<file path="src/tmr8_pkg.sv">
/*
 package of the 8-bit timer counter/compare core: register offsets, field positions, reset values
 and mode codes.
 assumes an APB master with 32-bit data; all offsets are byte addresses.
*/
package tmr8_pkg;

   // ********************************
   // register map
   // ********************************
   localparam logic [7:0] OFS_CTRL_A   = 8'h00;
   localparam logic [7:0] OFS_CTRL_B   = 8'h04;
   localparam logic [7:0] OFS_COUNT    = 8'h08;
   localparam logic [7:0] OFS_CMP_A    = 8'h0C;
   localparam logic [7:0] OFS_CMP_B    = 8'h10;
   localparam logic [7:0] OFS_IRQ_MASK = 8'h14;
   localparam logic [7:0] OFS_IRQ_FLAG = 8'h18;
   localparam logic [7:0] OFS_PORT     = 8'h1C;

   // ********************************
   // field positions
   // ********************************
   // control a: [1:0] mode bits 1..0, [5:4] action b, [7:6] action a
   localparam int CA_WGM_LO  = 0;
   localparam int CA_ACT_B   = 4;
   localparam int CA_ACT_A   = 6;
   // control b: [2:0] tick select, [3] mode bit 2, [6] force b, [7] force a
   localparam int CB_CS      = 0;
   localparam int CB_WGM_HI  = 3;
   localparam int CB_FORCE_B = 6;
   localparam int CB_FORCE_A = 7;
   // flags/mask: [0] overflow, [1] compare a, [2] compare b
   localparam int FL_OVF     = 0;
   localparam int FL_CMPA    = 1;
   localparam int FL_CMPB    = 2;
   // port register: [0] out value a, [1] out value b, [2] dir a, [3] dir b
   localparam int PT_VAL_A   = 0;
   localparam int PT_VAL_B   = 1;
   localparam int PT_DIR_A   = 2;
   localparam int PT_DIR_B   = 3;

   localparam logic [7:0]  BYTE_ZERO = 8'h00;
   localparam logic [7:0]  BOTTOM    = 8'h00;
   localparam logic [7:0]  MAX       = 8'hFF;
   localparam logic [31:0] WORD_ZERO = 32'h0000_0000;
   localparam logic [2:0]  CS_STOP   = 3'h0;

   // ********************************
   // waveform modes and output actions
   // ********************************
   localparam logic [2:0] WGM_NORMAL  = 3'h0;
   localparam logic [2:0] WGM_PC_FF   = 3'h1;
   localparam logic [2:0] WGM_CTC     = 3'h2;
   localparam logic [2:0] WGM_FAST_FF = 3'h3;
   localparam logic [2:0] WGM_PC_CMP  = 3'h5;
   localparam logic [2:0] WGM_FAST_CA = 3'h7;

   localparam logic [1:0] ACT_NONE    = 2'h0;
   localparam logic [1:0] ACT_TOGGLE  = 2'h1;
   localparam logic [1:0] ACT_CLEAR   = 2'h2;
   localparam logic [1:0] ACT_SET     = 2'h3;

   typedef enum logic [1:0] {TMR8_IDLE, TMR8_ACCESS} tmr8_apb_t;

endpackage

</file>
<file path="src/tmr8_cmp_ch.sv">
/*
 one output compare channel: double buffered compare value, match flag, waveform output register.
 assumes tick, count-write and mode information come from the counter core on the same clock.
*/
`timescale 1ns/1ns
module tmr8_cmp_ch
   import tmr8_pkg::*;
(
   // clock and reset
   input  wire logic       pclk,
   input  wire logic       presetn,
   // cpu side
   input  wire logic       cmp_wr,
   input  wire logic [7:0] cmp_wdata,
   input  wire logic [1:0] compare_output_action,
   input  wire logic       force_strobe,
   input  wire logic       flag_clr,
   // counter side
   input  wire logic       timer_tick,
   input  wire logic [7:0] timer_count,
   input  wire logic       pwm_mode,
   input  wire logic       fast_pwm,
   input  wire logic       load_point,
   input  wire logic       at_bottom,
   input  wire logic       match_block,
   // results
   output logic [7:0]      compare_value,
   output logic [7:0]      compare_buffer,
   output logic            match,
   output logic            compare_flag,
   output logic            waveform_output
);
   import tmr8_pkg::*;

   logic [7:0] value_ff;
   logic [7:0] buf_ff;
   logic       flag_ff;
   logic       wave_ff;
   logic       nxt_wave;
   logic       hit;

   assign compare_value  = value_ff;
   assign compare_buffer = buf_ff;
   assign compare_flag   = flag_ff;
   assign waveform_output = wave_ff;
   assign match          = (timer_count == value_ff);

   // ********************************
   // compare value and buffer
   // ********************************
   always_ff @(posedge pclk or negedge presetn)
   begin
      if (!presetn)
      begin
         value_ff <= BYTE_ZERO;
         buf_ff   <= BYTE_ZERO;
      end
      else
      begin
         if (cmp_wr)
            buf_ff <= cmp_wdata;
         if (!pwm_mode && cmp_wr)
            value_ff <= cmp_wdata;
         else if (!pwm_mode)
            value_ff <= buf_ff;
         else if (timer_tick && load_point)
            value_ff <= buf_ff;
      end
   end

   // ********************************
   // match flag: set by the tick that sees the match
   // ********************************
   // set wins over a simultaneous clear
   always_ff @(posedge pclk or negedge presetn)
   begin
      if (!presetn)
         flag_ff <= 1'b0;
      else if (hit)
         flag_ff <= 1'b1;
      else if (flag_clr)
         flag_ff <= 1'b0;
   end

   assign hit = timer_tick && match && !match_block;

   // ********************************
   // waveform output register
   // ********************************
   always_comb
   begin
      nxt_wave = wave_ff;
      if (force_strobe && !pwm_mode)
      begin
         case (compare_output_action)
            ACT_TOGGLE: nxt_wave = !wave_ff;
            ACT_CLEAR:  nxt_wave = 1'b0;
            ACT_SET:    nxt_wave = 1'b1;
            default:    nxt_wave = wave_ff;
         endcase
      end
      else if (hit)
      begin
         case (compare_output_action)
            ACT_TOGGLE: nxt_wave = !wave_ff;
            ACT_CLEAR:  nxt_wave = pwm_mode ? 1'b0 : 1'b0;
            ACT_SET:    nxt_wave = 1'b1;
            default:    nxt_wave = wave_ff;
         endcase
      end
      else if (timer_tick && fast_pwm && at_bottom)
      begin
         // fast pwm: opposite level at bottom
         case (compare_output_action)
            ACT_CLEAR: nxt_wave = 1'b1;
            ACT_SET:   nxt_wave = 1'b0;
            default:   nxt_wave = wave_ff;
         endcase
      end
   end

   always_ff @(posedge pclk or negedge presetn)
   begin
      if (!presetn)
         wave_ff <= 1'b0;
      else
         wave_ff <= nxt_wave;
   end

endmodule // tmr8_cmp_ch

</file>
<file path="src/tmr8_core.sv">
/*
 top of the 8-bit timer counter/compare core: apb register file, counter unit, two compare channels
 and the pin override.
 assumes a prescaler outside delivers a single-cycle tick enable on pclk; pins are driven by the
 port pad logic using the outputs here.
*/
// How it works
// - tick select zero stops the counter
// - each tick clears, increments or decrements counter
// - cpu reads and writes count any time
// - cpu count write beats clear or count
// - mode: two bits control a, one control b
// - overflow flag set per mode, may interrupt
// - comparators match count against both values
// - match sets compare flag one tick later
// - enabled flag interrupts, cleared on service
// - writing one clears a compare flag
// - compare values buffered only in pwm modes
// - buffered value loads at top in every pwm mode
// - cpu reaches buffer or active value
// - force strobe acts like match in non-pwm modes only, no flag
// - count write blocks matches next tick
// - waveform registers survive mode change
// - action bits take effect next match
// - reset clears waveform output registers
// - nonzero action overrides port output value
// - pin shows wave only when output
// - action zero leaves waveform register alone
// - bottom 0x00, max 0xFF, top per mode
// - mode 0 wraps, overflow at zero
// - mode 2 clears on channel a match
// - modes 3 and 7 single-slope to top
`timescale 1ns/1ns
module tmr8_core
   import tmr8_pkg::*;
(
   // clock and reset
   input  wire logic        pclk,
   input  wire logic        presetn,
   // apb slave
   input  wire logic        psel,
   input  wire logic        penable,
   input  wire logic        pwrite,
   input  wire logic [7:0]  paddr,
   input  wire logic [31:0] pwdata,
   output logic [31:0]      prdata,
   output logic             pready,
   output logic             pslverr,
   // tick sources, one per nonzero select code
   input  wire logic [7:1]  tick_sources,
   // interrupt service acknowledges
   input  wire logic        ack_overflow,
   input  wire logic        ack_compare_a,
   input  wire logic        ack_compare_b,
   // interrupt requests
   output logic             irq_overflow,
   output logic             irq_compare_a,
   output logic             irq_compare_b,
   // pins
   output logic             pin_a_out,
   output logic             pin_a_oe_n,
   output logic             pin_b_out,
   output logic             pin_b_oe_n
);
   import tmr8_pkg::*;

   // ********************************
   // registers and wires
   // ********************************
   logic [7:0]  ctrl_a_ff;
   logic [7:0]  ctrl_b_ff;
   logic [2:0]  mask_ff;
   logic [3:0]  port_ff;
   logic [7:0]  timer_count_ff;
   logic        ovf_ff;
   logic        blk_ff;
   logic [31:0] prdata_ff;
   logic        pready_ff;
   logic        pslverr_ff;
   logic [2:0]  irq_ff;
   logic [3:0]  pin_ff;
   tmr8_apb_t   apb_state_ff;
   logic [7:0]  nxt_count;
   logic [31:0] nxt_rdata;
   logic        nxt_err;
   logic [2:0]  waveform_mode_field;
   logic [2:0]  tick_source_select;
   logic        timer_tick;
   logic        wr_en;
   logic        rd_en;
   logic        wr_count;
   logic        pwm_mode;
   logic        fast_pwm;
   logic [7:0]  top_value;
   logic        at_top;
   logic        at_bottom;
   logic        load_point;
   logic        match_a;
   logic        match_b;
   logic [7:0]  value_a;
   logic [7:0]  value_b;
   logic [7:0]  buffer_a;
   logic [7:0]  buffer_b;
   logic        compare_flag_a;
   logic        compare_flag_b;
   logic        waveform_output_a;
   logic        waveform_output_b;
   logic        clr_a;
   logic        clr_b;
   logic        dir_down_ff;

   assign prdata  = prdata_ff;
   assign pready  = pready_ff;
   assign pslverr = pslverr_ff;
   assign irq_overflow  = irq_ff[FL_OVF];
   assign irq_compare_a = irq_ff[FL_CMPA];
   assign irq_compare_b = irq_ff[FL_CMPB];
   assign pin_a_out  = pin_ff[0];
   assign pin_a_oe_n = pin_ff[1];
   assign pin_b_out  = pin_ff[2];
   assign pin_b_oe_n = pin_ff[3];

   // ********************************
   // decode of mode and tick
   // ********************************
   assign waveform_mode_field = {ctrl_b_ff[CB_WGM_HI], ctrl_a_ff[CA_WGM_LO +: 2]};
   assign tick_source_select  = ctrl_b_ff[CB_CS +: 3];
   assign timer_tick = (tick_source_select != CS_STOP) && tick_sources[tick_source_select];
   assign pwm_mode   = (waveform_mode_field != WGM_NORMAL) && (waveform_mode_field != WGM_CTC);
   assign fast_pwm   = (waveform_mode_field == WGM_FAST_FF) || (waveform_mode_field == WGM_FAST_CA);
   assign top_value  = (waveform_mode_field == WGM_FAST_CA || waveform_mode_field == WGM_PC_CMP
                        || waveform_mode_field == WGM_CTC) ? value_a : MAX;
   assign at_top     = (timer_count_ff == top_value);
   assign at_bottom  = (timer_count_ff == BOTTOM);
   // fast pwm reloads at top, dual slope at top (turn point)
   assign load_point = at_top;

   // ********************************
   // apb access
   // ********************************
   // one wait-free access phase; answer registered at the access edge
   assign wr_en    = psel && penable && pwrite && pready_ff;
   assign rd_en    = psel && penable && !pwrite && pready_ff;
   assign wr_count = wr_en && (paddr == OFS_COUNT);

   always_ff @(posedge pclk or negedge presetn)
   begin
      if (!presetn)
         apb_state_ff <= TMR8_IDLE;
      else
      begin
         case (apb_state_ff)
            TMR8_IDLE:   apb_state_ff <= (psel && !penable) ? TMR8_ACCESS : TMR8_IDLE;
            TMR8_ACCESS: apb_state_ff <= TMR8_IDLE;
            default:     apb_state_ff <= TMR8_IDLE;
         endcase
      end
   end

   always_comb
   begin
      nxt_err   = 1'b0;
      nxt_rdata = WORD_ZERO;
      case (paddr)
         OFS_CTRL_A:   nxt_rdata = {24'h00_0000, ctrl_a_ff};
         OFS_CTRL_B:   nxt_rdata = {24'h00_0000, 2'b00, ctrl_b_ff[5:0]};
         OFS_COUNT:    nxt_rdata = {24'h00_0000, timer_count_ff};
         OFS_CMP_A:    nxt_rdata = {24'h00_0000, pwm_mode ? buffer_a : value_a};
         OFS_CMP_B:    nxt_rdata = {24'h00_0000, pwm_mode ? buffer_b : value_b};
         OFS_IRQ_MASK: nxt_rdata = {29'h0000_0000, mask_ff};
         OFS_IRQ_FLAG: nxt_rdata = {29'h0000_0000, compare_flag_b, compare_flag_a, ovf_ff};
         OFS_PORT:     nxt_rdata = {28'h000_0000, port_ff};
         default:      nxt_err = 1'b1;
      endcase
   end

   always_ff @(posedge pclk or negedge presetn)
   begin
      if (!presetn)
      begin
         pready_ff  <= 1'b0;
         prdata_ff  <= WORD_ZERO;
         pslverr_ff <= 1'b0;
      end
      else
      begin
         pready_ff  <= psel && !penable && (apb_state_ff == TMR8_IDLE);
         pslverr_ff <= psel && !penable && nxt_err;
         // write setups park read data at zero, so refused writes never show stale data
         if (psel && !penable)
            prdata_ff <= pwrite ? WORD_ZERO : nxt_rdata;
      end
   end

   // ********************************
   // control registers
   // ********************************
   always_ff @(posedge pclk or negedge presetn)
   begin
      if (!presetn)
      begin
         ctrl_a_ff <= BYTE_ZERO;
         ctrl_b_ff <= BYTE_ZERO;
         mask_ff   <= 3'b000;
         port_ff   <= 4'h0;
      end
      else
      begin
         // force bits are strobes, held for one cycle only
         ctrl_b_ff[CB_FORCE_A] <= 1'b0;
         ctrl_b_ff[CB_FORCE_B] <= 1'b0;
         if (wr_en && paddr == OFS_CTRL_A)
            ctrl_a_ff <= pwdata[7:0];
         if (wr_en && paddr == OFS_CTRL_B)
            ctrl_b_ff <= pwdata[7:0];
         if (wr_en && paddr == OFS_IRQ_MASK)
            mask_ff <= pwdata[2:0];
         if (wr_en && paddr == OFS_PORT)
            port_ff <= pwdata[3:0];
      end
   end

   // ********************************
   // counter unit
   // ********************************
   always_comb
   begin
      nxt_count = timer_count_ff;
      if (wr_count)
         nxt_count = pwdata[7:0];
      else if (timer_tick)
      begin
         case (waveform_mode_field)
            WGM_NORMAL:               nxt_count = timer_count_ff + 8'h01;
            WGM_CTC:                  nxt_count = match_a ? BOTTOM : timer_count_ff + 8'h01;
            WGM_FAST_FF, WGM_FAST_CA: nxt_count = at_top ? BOTTOM : timer_count_ff + 8'h01;
            WGM_PC_FF, WGM_PC_CMP:    nxt_count = dir_down_ff ? timer_count_ff - 8'h01
                                                              : timer_count_ff + 8'h01;
            default:                  nxt_count = timer_count_ff + 8'h01;
         endcase
      end
   end

   always_ff @(posedge pclk or negedge presetn)
   begin
      if (!presetn)
         timer_count_ff <= BYTE_ZERO;
      else
         timer_count_ff <= nxt_count;
   end

   // dual-slope direction; turns down on the tick at top, so count passes top by one; turns up at 0x01, a minimal turn at bottom
   always_ff @(posedge pclk or negedge presetn)
   begin
      if (!presetn)
         dir_down_ff <= 1'b0;
      else if (timer_tick && !wr_count)
      begin
         if (at_top && !dir_down_ff)
            dir_down_ff <= 1'b1;
         else if (timer_count_ff == 8'h01 && dir_down_ff)
            dir_down_ff <= 1'b0;
      end
   end

   // count write blocks matches until the next tick has passed, even when stopped
   always_ff @(posedge pclk or negedge presetn)
   begin
      if (!presetn)
         blk_ff <= 1'b0;
      else if (wr_count)
         blk_ff <= 1'b1;
      else if (timer_tick)
         blk_ff <= 1'b0;
   end

   // ********************************
   // overflow flag
   // ********************************
   always_ff @(posedge pclk or negedge presetn)
   begin
      if (!presetn)
         ovf_ff <= 1'b0;
      else if (timer_tick && !wr_count && (nxt_count == BOTTOM) && (timer_count_ff == MAX
               || (fast_pwm && at_top) || (pwm_mode && !fast_pwm && timer_count_ff == 8'h01)))
         ovf_ff <= 1'b1;
      else if (ack_overflow || (wr_en && paddr == OFS_IRQ_FLAG && pwdata[FL_OVF]))
         ovf_ff <= 1'b0;
   end

   // ********************************
   // compare channels
   // ********************************
   assign clr_a = ack_compare_a || (wr_en && paddr == OFS_IRQ_FLAG && pwdata[FL_CMPA]);
   assign clr_b = ack_compare_b || (wr_en && paddr == OFS_IRQ_FLAG && pwdata[FL_CMPB]);

   tmr8_cmp_ch u_ch_a
   (
      .pclk                  (pclk),
      .presetn               (presetn),
      .cmp_wr                (wr_en && paddr == OFS_CMP_A),
      .cmp_wdata             (pwdata[7:0]),
      .compare_output_action (ctrl_a_ff[CA_ACT_A +: 2]),
      .force_strobe          (ctrl_b_ff[CB_FORCE_A]),
      .flag_clr              (clr_a),
      .timer_tick            (timer_tick),
      .timer_count           (timer_count_ff),
      .pwm_mode              (pwm_mode),
      .fast_pwm              (fast_pwm),
      .load_point            (load_point),
      .at_bottom             (at_top),
      .match_block           (blk_ff || wr_count),
      .compare_value         (value_a),
      .compare_buffer        (buffer_a),
      .match                 (match_a),
      .compare_flag          (compare_flag_a),
      .waveform_output       (waveform_output_a)
   );

   tmr8_cmp_ch u_ch_b
   (
      .pclk                  (pclk),
      .presetn               (presetn),
      .cmp_wr                (wr_en && paddr == OFS_CMP_B),
      .cmp_wdata             (pwdata[7:0]),
      .compare_output_action (ctrl_a_ff[CA_ACT_B +: 2]),
      .force_strobe          (ctrl_b_ff[CB_FORCE_B]),
      .flag_clr              (clr_b),
      .timer_tick            (timer_tick),
      .timer_count           (timer_count_ff),
      .pwm_mode              (pwm_mode),
      .fast_pwm              (fast_pwm),
      .load_point            (load_point),
      .at_bottom             (at_top),
      .match_block           (blk_ff || wr_count),
      .compare_value         (value_b),
      .compare_buffer        (buffer_b),
      .match                 (match_b),
      .compare_flag          (compare_flag_b),
      .waveform_output       (waveform_output_b)
   );

   // ********************************
   // interrupts and pins
   // ********************************
   always_ff @(posedge pclk or negedge presetn)
   begin
      if (!presetn)
      begin
         irq_ff <= 3'b000;
         pin_ff <= 4'b1010;
      end
      else
      begin
         irq_ff <= mask_ff & {compare_flag_b, compare_flag_a, ovf_ff};
         // nonzero action selects the wave; direction bit alone gates the pin
         pin_ff[0] <= (ctrl_a_ff[CA_ACT_A +: 2] != ACT_NONE) ? waveform_output_a : port_ff[PT_VAL_A];
         pin_ff[1] <= !port_ff[PT_DIR_A];
         pin_ff[2] <= (ctrl_a_ff[CA_ACT_B +: 2] != ACT_NONE) ? waveform_output_b : port_ff[PT_VAL_B];
         pin_ff[3] <= !port_ff[PT_DIR_B];
      end
   end

endmodule // tmr8_core

</file>
<file path="config.mk">
export PLATFORM = sky130hd
export DESIGN_NAME = tmr8_core
export DESIGN_NICKNAME = d
export VERILOG_FILES = /design/src/tmr8_pkg.sv /design/src/tmr8_cmp_ch.sv /design/src/tmr8_core.sv
export SDC_FILE = /design/constraint.sdc
export NUM_CORES = 1
export LEC_CHECK = 0
export ABC_AREA = 1
export BUFFER_PORTS_ARGS = -buffer_cell sky130_fd_sc_hd__buf_2
export CAP_MARGIN = 20
export CORE_MARGIN = 1.5
export CORE_UTILIZATION = 52
export CTS_BUF_LIST = sky130_fd_sc_hd__clkbuf_4 sky130_fd_sc_hd__clkbuf_8
export CTS_CLUSTER_SIZE = 30
export DETAILED_ROUTE_END_ITERATION = 10
export PLACE_DENSITY = 0.75
export SLEW_MARGIN = 15
export SYNTH_ARGS = -nofsm -noshare
export SYNTH_HDL_FRONTEND = slang
export SYNTH_SLANG_ARGS = --single-unit
</file>
<file path="constraint.sdc">
create_clock -name pclk -period 3.65 [get_ports pclk]
set_clock_uncertainty 0.15 [all_clocks]
set_input_delay 0.1825 -clock pclk [delete_from_list [all_inputs] [get_ports pclk]]
set_output_delay 0.1825 -clock pclk [all_outputs]
set_load 0.01 [all_outputs]
</file>
==> results of run 1 <==
-- registers in the layout, summed over array words and instances, names as in the netlist --
signal,count
u_ch_a.compare_flag,1
dir_down_ff,1
ctrl_b_ff,8
prdata,8
ctrl_a_ff,8
u_ch_a.compare_buffer,8
blk_ff,1
irq_ff,3
mask_ff,3
u_ch_b.compare_flag,1
pslverr,1
pin_ff,4
u_ch_a.compare_value,8
ovf_ff,1
port_ff,4
u_ch_b.compare_buffer,8
timer_count_ff,8
apb_state_ff,1
u_ch_b.waveform_output,1
u_ch_b.compare_value,8
u_ch_a.waveform_output,1
-- synth_stat cells (9+ instances only) --
| master | n |
|---|---|
| sky130_fd_sc_hd__xor2_1 | 9 |
| sky130_fd_sc_hd__o21ai_0 | 86 |
| sky130_fd_sc_hd__nand4_1 | 14 |
| sky130_fd_sc_hd__nand2_1 | 200 |
| sky130_fd_sc_hd__nand3_1 | 22 |
| sky130_fd_sc_hd__o22ai_1 | 10 |
| sky130_fd_sc_hd__dfrtp_1 | 85 |
| sky130_fd_sc_hd__inv_2 | 12 |
| sky130_fd_sc_hd__inv_1 | 83 |
| sky130_fd_sc_hd__a21oi_1 | 15 |
| sky130_fd_sc_hd__nor2_1 | 46 |
| sky130_fd_sc_hd__buf_4 | 30 |
-- power breakdown --
group	total (W)	leakage, nW	switching, W	internal, W
Combinational	0.000283	1.60	0.000187	0.0000956
Sequential	0.00103	1.15	0.0000480	0.000982
Clock	0.000653	0.0854	0.000384	0.000269
Total	0.00196	2.83	0.000619	0.00135
-- layer usage --
layer	share of wire, %	up-vias	wire [um]
met1	44	2352	6430
li1	-	2365	-
met2	45	216	6690
met3	8.5	32	1250
met4	2.5	0	369
met5	0	-	0
-- final cells by class --
| class | count | area share, % |
|---|---|---|
| Clock inverter | 5 | 0.712 |
| Clock buffer | 10 | 2.37 |
| Tap cell | 133 | 2.87 |
| Sequential cell | 87 | 37.6 |
| Inverter | 98 | 6.43 |
| Timing Repair Buffer | 60 | 6.36 |
| Multi-Input combinational cell | 507 | 43.7 |
-- placed cells by master (no fill, tap or decap), drive strengths merged, types with 2 or more instances in the layout --
cell	n
clkinv	2
a221oi	7
conb	24
nand3	23
o21ai	95
nand2	207
a31oi	3
a22o	3
xnor2	4
xor2	9
nand4	14
o22ai	10
a21oi	19
dfrtp	85
clkbuf	10
ha	3
nand3b	2
dfstp	2
clkinvlp	2
nor2	57
o31ai	3
dlygate4sd3	12
buf	48
inv	99
o211ai	7
nor3	6
-- per-stage QoR --
| step | total power [W] | instances | hold slack [ns] | setup slack [ns] |
|---|---|---|---|---|
| after detailed placement | 0.00132 | 873 | 0.225 | 1.14 |
| after CTS | 0.00196 | 900 | 0.0105 | 1.13 |
| after global placement | 0.00131 | 873 | 0.218 | 1.14 |
| after floorplan | 0.00125 | 735 | -0.263 | 1.77 |
| after global routing | 0.00204 | 900 | 0.0560 | 0.805 |
| final | 0.00196 | 900 | 0.0105 | 1.07 |
-- worst register-to-register path, stage by stage (launching register included) --
cell,delay (ns)
sky130_fd_sc_hd__dfrtp_1,0.48
sky130_fd_sc_hd__nor2_4,0.42
sky130_fd_sc_hd__inv_1,0.42
sky130_fd_sc_hd__nand2_1,0.14
sky130_fd_sc_hd__o21ai_0,0.10
sky130_fd_sc_hd__nand2_1,0.10
sky130_fd_sc_hd__o21ai_0,0.13
sky130_fd_sc_hd__a2111oi_0,0.41
sky130_fd_sc_hd__o21ai_0,0.13
-- kinds of logic after synthesis --
kind of cell               count (synthesis)  synth area share, %
and+or+nand+nor                          311                 25.9
adders and majority gates                  3                0.710
buffers and inverters                    141                 12.5
xor gates and xnor gates                  13                 2.15
AOI/OAI and AO/OA                        156                 17.4
DFF                                       87                 41.2
other                                      1               0.0709
-- worst max path at each step --
stage                      startpoint         to  slack, ns  cells past startpoint
floorplan           timer_count_ff[0]     ovf_ff       1.77                     15
global placement         ctrl_a_ff[0]  prdata[4]       1.14                      8
detailed placement       ctrl_a_ff[0]  prdata[4]       1.14                      8
CTS                      ctrl_a_ff[0]  prdata[4]       1.13                      8
global route             ctrl_a_ff[0]  prdata[4]       0.80                      8
finish                   ctrl_a_ff[0]  prdata[4]       1.07                      8
==> metrics, run 1 <==
status=completed; wire length of the first global-routing pass=24.0 mm; fraction of final layout cells with drive strength greater than 1=14.1%; worst path arrival time=2.68 ns; I/O pin cnt=96; Post-Route Utilization=59.1%; classification of the worst-slack hold path=in -> reg; count of distinct cell types in the synthesized netlist=50; sum of negative setup slack=0 ns; average detailed-routed wire length per instance=16.4 um; final hold violation count=0; max-slew headroom at the worst pin=45.5%; nature of the critical path startpoint=register; worst reg2reg startpoint=ctrl_a_ff[0]; share of Yosys cell area claimed by the top area cell type=40.2%; clock tree from TritonCTS=done; sink count of the clock tree=87; antenna violations before repair=0; flop-to-flop setup slack=1.07 ns; detailed-route wire length=14.7 mm; flip-flop and latch count after synthesis=87; Detail Placement HPWL=10.8 mm; number of design-rule violations left by the first detailed-router iteration=420; max-slew violation total from the final report=0; clk_lat worst skew=0.37 ns; Worst Path Class, Setup=reg -> reg; area of placed instances=5500 sq um; number of warnings reported in the yosys synthesis log=0; Max Fanout on Critical Path=21; Port Buffers=47; count of mapped cells out of synthesis=712; Fill cells=953; hold-critical path depth=5; # Post-CTS Setup Buffers=0; capturing element type of the critical path=register; power density normalized to cell area=339 nW/um^2; Avg Cell Area, Syn=7.43 sq um; CTS root buf=sky130_fd_sc_hd__clkbuf_8; highest-delay cell along the critical path=sky130_fd_sc_hd__dfrtp_1; Async S/R FF share, synth=100%; area occupied by registers=2180 sq um; cell accounting for the most synthesized area=sky130_fd_sc_hd__dfrtp_1; Floorplan Core Area=9820 sq um; combined area of the multi-input logic cells=2530 sq um; die width=104 um; Post-synth top flop=sky130_fd_sc_hd__dfrtp_1; part of the Yosys area used for sequential elements=41.2%; via count of the first global-routing pass=4699; area of the mapped netlist=5290 sq um; CTS Buffer Depth=2; maximum number of pins on one net before global-route repair=88; Worst Reg-to-Reg Cells=8; met2 Track Usage GR=42.6%; met1 routing resource usage after global routing=40.0%; number of enable flip-flop cells after synthesis=0; Final nets=821; drt drc=0; DRT Pass-1 Iters=5; minimum clock period after layout=2.58 ns; CP top delay family=compound AO/OA/AOI/OAI gates; max-cap violations=0; clock edge transition at the registers on the reported setup and hold paths=0.09 ns; leakage power=2.83 nW; effective utilization at floorplan=53.8%; cell types occupying the most area after synthesis=sky130_fd_sc_hd__dfrtp_1 40%, sky130_fd_sc_hd__nand2_1 14%, sky130_fd_sc_hd__o21ai_0 8.1%, sky130_fd_sc_hd__inv_1 5.9%, sky130_fd_sc_hd__buf_4 4.3%; number of instances resized during post-cts repair=0; area of the die=10800 sq um; measured slew at the worst slew-check pin=0.817 ns; library cell appearing most often on the critical path=sky130_fd_sc_hd__o21ai_0; die height=104 um; post-route cell area=5800 sq um; global-route met3 utilization=6.48%; number of vias per cell=5.52; number of buffer and inverter instances along the worst setup path=1; Fmax=0.387 GHz; antenna cell count=0; maximum vdd ir drop=0.000223 V; unrepaired setup endpoints after global routing=false; row count=36; detailed-route via count=4965; required time reported for the critical path endpoint=3.75 ns; final setup violation count=0; maximum cell stage delay along the critical path=0.48 ns; GRT Total Usage=28.2%; final clock period utilization by the worst path=70.8%; Hold EP=timer_count_ff[4]; Detail Route Antenna Nets=0; number of buffers created by CTS=9; FF-to-FF End=prdata[4]; area growth from synthesis to layout=9.68%; total of hold buffers inserted after clock tree synthesis=12; worst min-delay path startpoint=pwdata[4]; Remaining Overflow, GRT=0; most heavily used metal layer in global routing=met2; worst-path cell chain=nor2_4 -> inv_1 -> nand2_1 -> o21ai_0 -> nand2_1 -> o21ai_0 -> a2111oi_0 -> o21ai_0; depth of the CTS H-tree=3; placer's final routability congestion estimate=0.933
Note: power is estimated with default switching activity, not from simulation.
==> inputs of run 2 (changes only) <==
Clock period 3.65 ns to 2.65 ns, I/O delays scaled along.
==> run 2 against run 1 <==
Via count increased by 1.6%. First-iteration DRC count rose by 7.6%. Critical path depth rose by 6. Clock-buffer cell count is 1 higher. Largest cell class unchanged. Core utilization grew 1.1 points. Clock power up 41%. Sequential power up 37%. Largest power group unchanged. Sequential share of layout area decreased by 0.66 points.
==> metrics, run 2 (synthesized netlist as in run 1, its figures left out) <==
max-cap violations=0 (unchanged); net switching component of the power=0.000862 W (+39%); depth of the CTS H-tree=3 (unchanged); final setup violation count=0 (unchanged); clock power share=33.5% (+0.3 points); row count=36 (unchanged); measured slew at the worst slew-check pin=0.615 ns (-0.202 ns); worst min-delay path startpoint=psel; sink count of the clock tree=87 (unchanged); worst reg2reg startpoint=timer_count_ff[4]; minimum clock period after layout=2.48 ns (-0.104 ns); FF-to-FF End=ovf_ff; Post-Route Utilization=60.2% (+1.1 points); maximum number of pins on one net before global-route repair=36 (-59%); CTS Buffer Depth=2 (unchanged); combinational share of power=14.8% (+0.4 points); drt drc=0 (unchanged); library cell appearing most often on the critical path=sky130_fd_sc_hd__nand2_1; sum of negative setup slack=0 ns (unchanged); Worst Reg-to-Reg Cells=14 (+6); Fmax=0.403 GHz (+4.2%); antenna cell count=0 (unchanged); # Post-CTS Setup Buffers=0 (unchanged); clock tree from TritonCTS=done; capturing element type of the critical path=register; clk_lat worst skew=0.39 ns (+0.02 ns); Worst Path Class, Setup=reg -> reg; nature of the critical path startpoint=register; CTS root buf=sky130_fd_sc_hd__clkbuf_8; DRT Pass-1 Iters=5 (unchanged); status=completed; detailed-route wire length=15.1 mm (+2.2%); detailed-route via count=5045 (+1.6%); Detail Placement HPWL=11.2 mm (+3.9%); clock edge transition at the registers on the reported setup and hold paths=0.09 ns (about the same); worst path arrival time=2.65 ns (-0.03 ns); commonest cells after routing, fill and taps aside=200 x sky130_fd_sc_hd__nand2_1, 86 x sky130_fd_sc_hd__o21ai_0, 84 x sky130_fd_sc_hd__dfrtp_1; number of buffers created by CTS=9 (unchanged); worst-path cell chain=inv_2 -> nand2_1 -> nand4_1 -> nor2_1 -> nand2_1 -> a21oi_4 -> nand3_1 -> nand2_1 -> nand2_1 -> nor2_1 -> nand2_1 -> nor2_1 -> nand2_1 -> nand2_1; unrepaired setup endpoints after global routing=false; wire length of the first global-routing pass=24.8 mm (+3.3%); maximum cell stage delay along the critical path=0.57 ns (+0.09 ns); max-slew headroom at the worst pin=57.9% (+12 points); average detailed-routed wire length per instance=16.5 um (+0.68%); via count of the first global-routing pass=4806 (+2.3%); power density normalized to cell area=464 nW/um^2 (+37%); number of design-rule violations left by the first detailed-router iteration=452 (+7.6%); fraction of final layout cells with drive strength greater than 1=15.5% (+1.4 points); GRT Total Usage=29.5% (+1.2 points); leakage power=2.90 nW (+2.2%); die height=104 um (unchanged); classification of the worst-slack hold path=in -> reg; Remaining Overflow, GRT=0 (unchanged); Fill cells=947 (-0.63%); Max Fanout on Critical Path=8 (-62%); number of buffer and inverter instances along the worst setup path=1 (unchanged); final worst setup slack=0.171 ns (-0.896 ns); Port Buffers=47 (unchanged); antenna violations before repair=0 (unchanged); area growth from synthesis to layout=11.7%; final hold violation count=0 (unchanged); effective utilization at floorplan=53.8% (unchanged); max-slew violation total from the final report=0 (unchanged); I/O pin cnt=96 (unchanged); placer's final routability congestion estimate=0.944 (+1.2%); die width=104 um (unchanged); area of the die=10800 sq um (unchanged); flop-to-flop setup slack=0.17 ns (-0.90 ns); leading cell type in the layout, fill and taps excluded=sky130_fd_sc_hd__nand2_1; Floorplan Core Area=9820 sq um (unchanged); highest-delay cell along the critical path=sky130_fd_sc_hd__dfrtp_1; switching power share of the total=31.5% (-0.040 points); Final nets=834 (+1.6%); maximum vdd ir drop=0.000312 V (+40%); total design power=0.00274 W (+39%); internal power=0.00188 W (+39%); Setup WS pre-CTS=0.288 ns (-0.855 ns); CP top delay family=simple AND/OR/NAND/NOR gates; final clock period utilization by the worst path=93.5% (+23 points); required time reported for the critical path endpoint=2.82 ns (-0.93 ns); Flop pwr share=51.6% (-0.8 points); Detail Route Antenna Nets=0 (unchanged); Hold EP=apb_state_ff[0]; hold-critical path depth=5 (unchanged); number of vias per cell=5.52 (about the same)
run 2: metrics by stage:
stage,cells,instance area (sq um),hold slack [ns]
after floorplan,735,5370,-0.313
after global placement,884,5580,-0.0279
after detailed placement,884,5580,-0.0296
after CTS,914,5910,0.0389
after global routing,914,5910,0.0703
final,914,5910,0.0499
run 2: layout make-up:
cell class | instances | area (sq um) | share of cell area [%]
Inverter | 98 | 373 | 6.31
Clock buffer | 11 | 145 | 2.46
Clock inverter | 5 | 41.3 | 0.699
Multi-Input combinational cell | 507 | 2530 | 42.9
Tap cell | 133 | 166 | 2.82
Sequential cell | 87 | 2180 | 36.9
Timing Repair Buffer | 73 | 468 | 7.92
run 2: layer usage:
| metal | wire length (um) | vias up | global-route usage [%] |
|---|---|---|---|
| met2 | 6940 | 249 | 45.0 |
| li1 | - | 2394 | - |
| met3 | 1330 | 26 | 6.42 |
| met5 | 0 | - | 0 |
| met4 | 306 | 0 | 10.1 |
| met1 | 6490 | 2376 | 41.4 |
run 2: timing repair:
| item | in CTS | in global routing |
|---|---|---|
| hold buffers | 14 | 0 |
| gates resized for setup | 0 | 1 |
| hold endpoints to repair | 48 | 0 |
| setup endpoints to repair | 0 | 1 |
run 2: power by group through the flow:
stage                     combinational, W  clock [W]  sequential (W)
final                             0.000405   0.000919         0.00141
after global routing              0.000456   0.000979         0.00142
after global placement            0.000380          0         0.00144
after detailed placement          0.000384          0         0.00144
after floorplan                   0.000322          0         0.00140
after CTS                         0.000399   0.000923         0.00141
run 2: how the worst max path moves through the flow:
stage | from | end | slack (ns) | cells past startpoint
finish | timer_count_ff[4] | ovf_ff | 0.17 | 14
detailed placement | timer_count_ff[6] | ovf_ff | 0.29 | 14
CTS | timer_count_ff[4] | ovf_ff | 0.27 | 14
floorplan | timer_count_ff[0] | ovf_ff | 0.77 | 15
global placement | timer_count_ff[5] | ovf_ff | 0.32 | 14
global route | timer_count_ff[5] | ovf_ff | 0.006 | 16
run 2: worst reg2reg max path, stage by stage (launching register included):
cell	delay, ns
sky130_fd_sc_hd__dfrtp_1	0.57
sky130_fd_sc_hd__inv_2	0.14
sky130_fd_sc_hd__nand2_1	0.11
sky130_fd_sc_hd__nand4_1	0.09
sky130_fd_sc_hd__nor2_1	0.24
sky130_fd_sc_hd__nand2_1	0.16
sky130_fd_sc_hd__a21oi_4	0.23
sky130_fd_sc_hd__nand3_1	0.10
sky130_fd_sc_hd__nand2_1	0.07
sky130_fd_sc_hd__nand2_1	0.06
sky130_fd_sc_hd__nor2_1	0.14
sky130_fd_sc_hd__nand2_1	0.09
sky130_fd_sc_hd__nor2_1	0.10
sky130_fd_sc_hd__nand2_1	0.10
sky130_fd_sc_hd__nand2_1	0.07
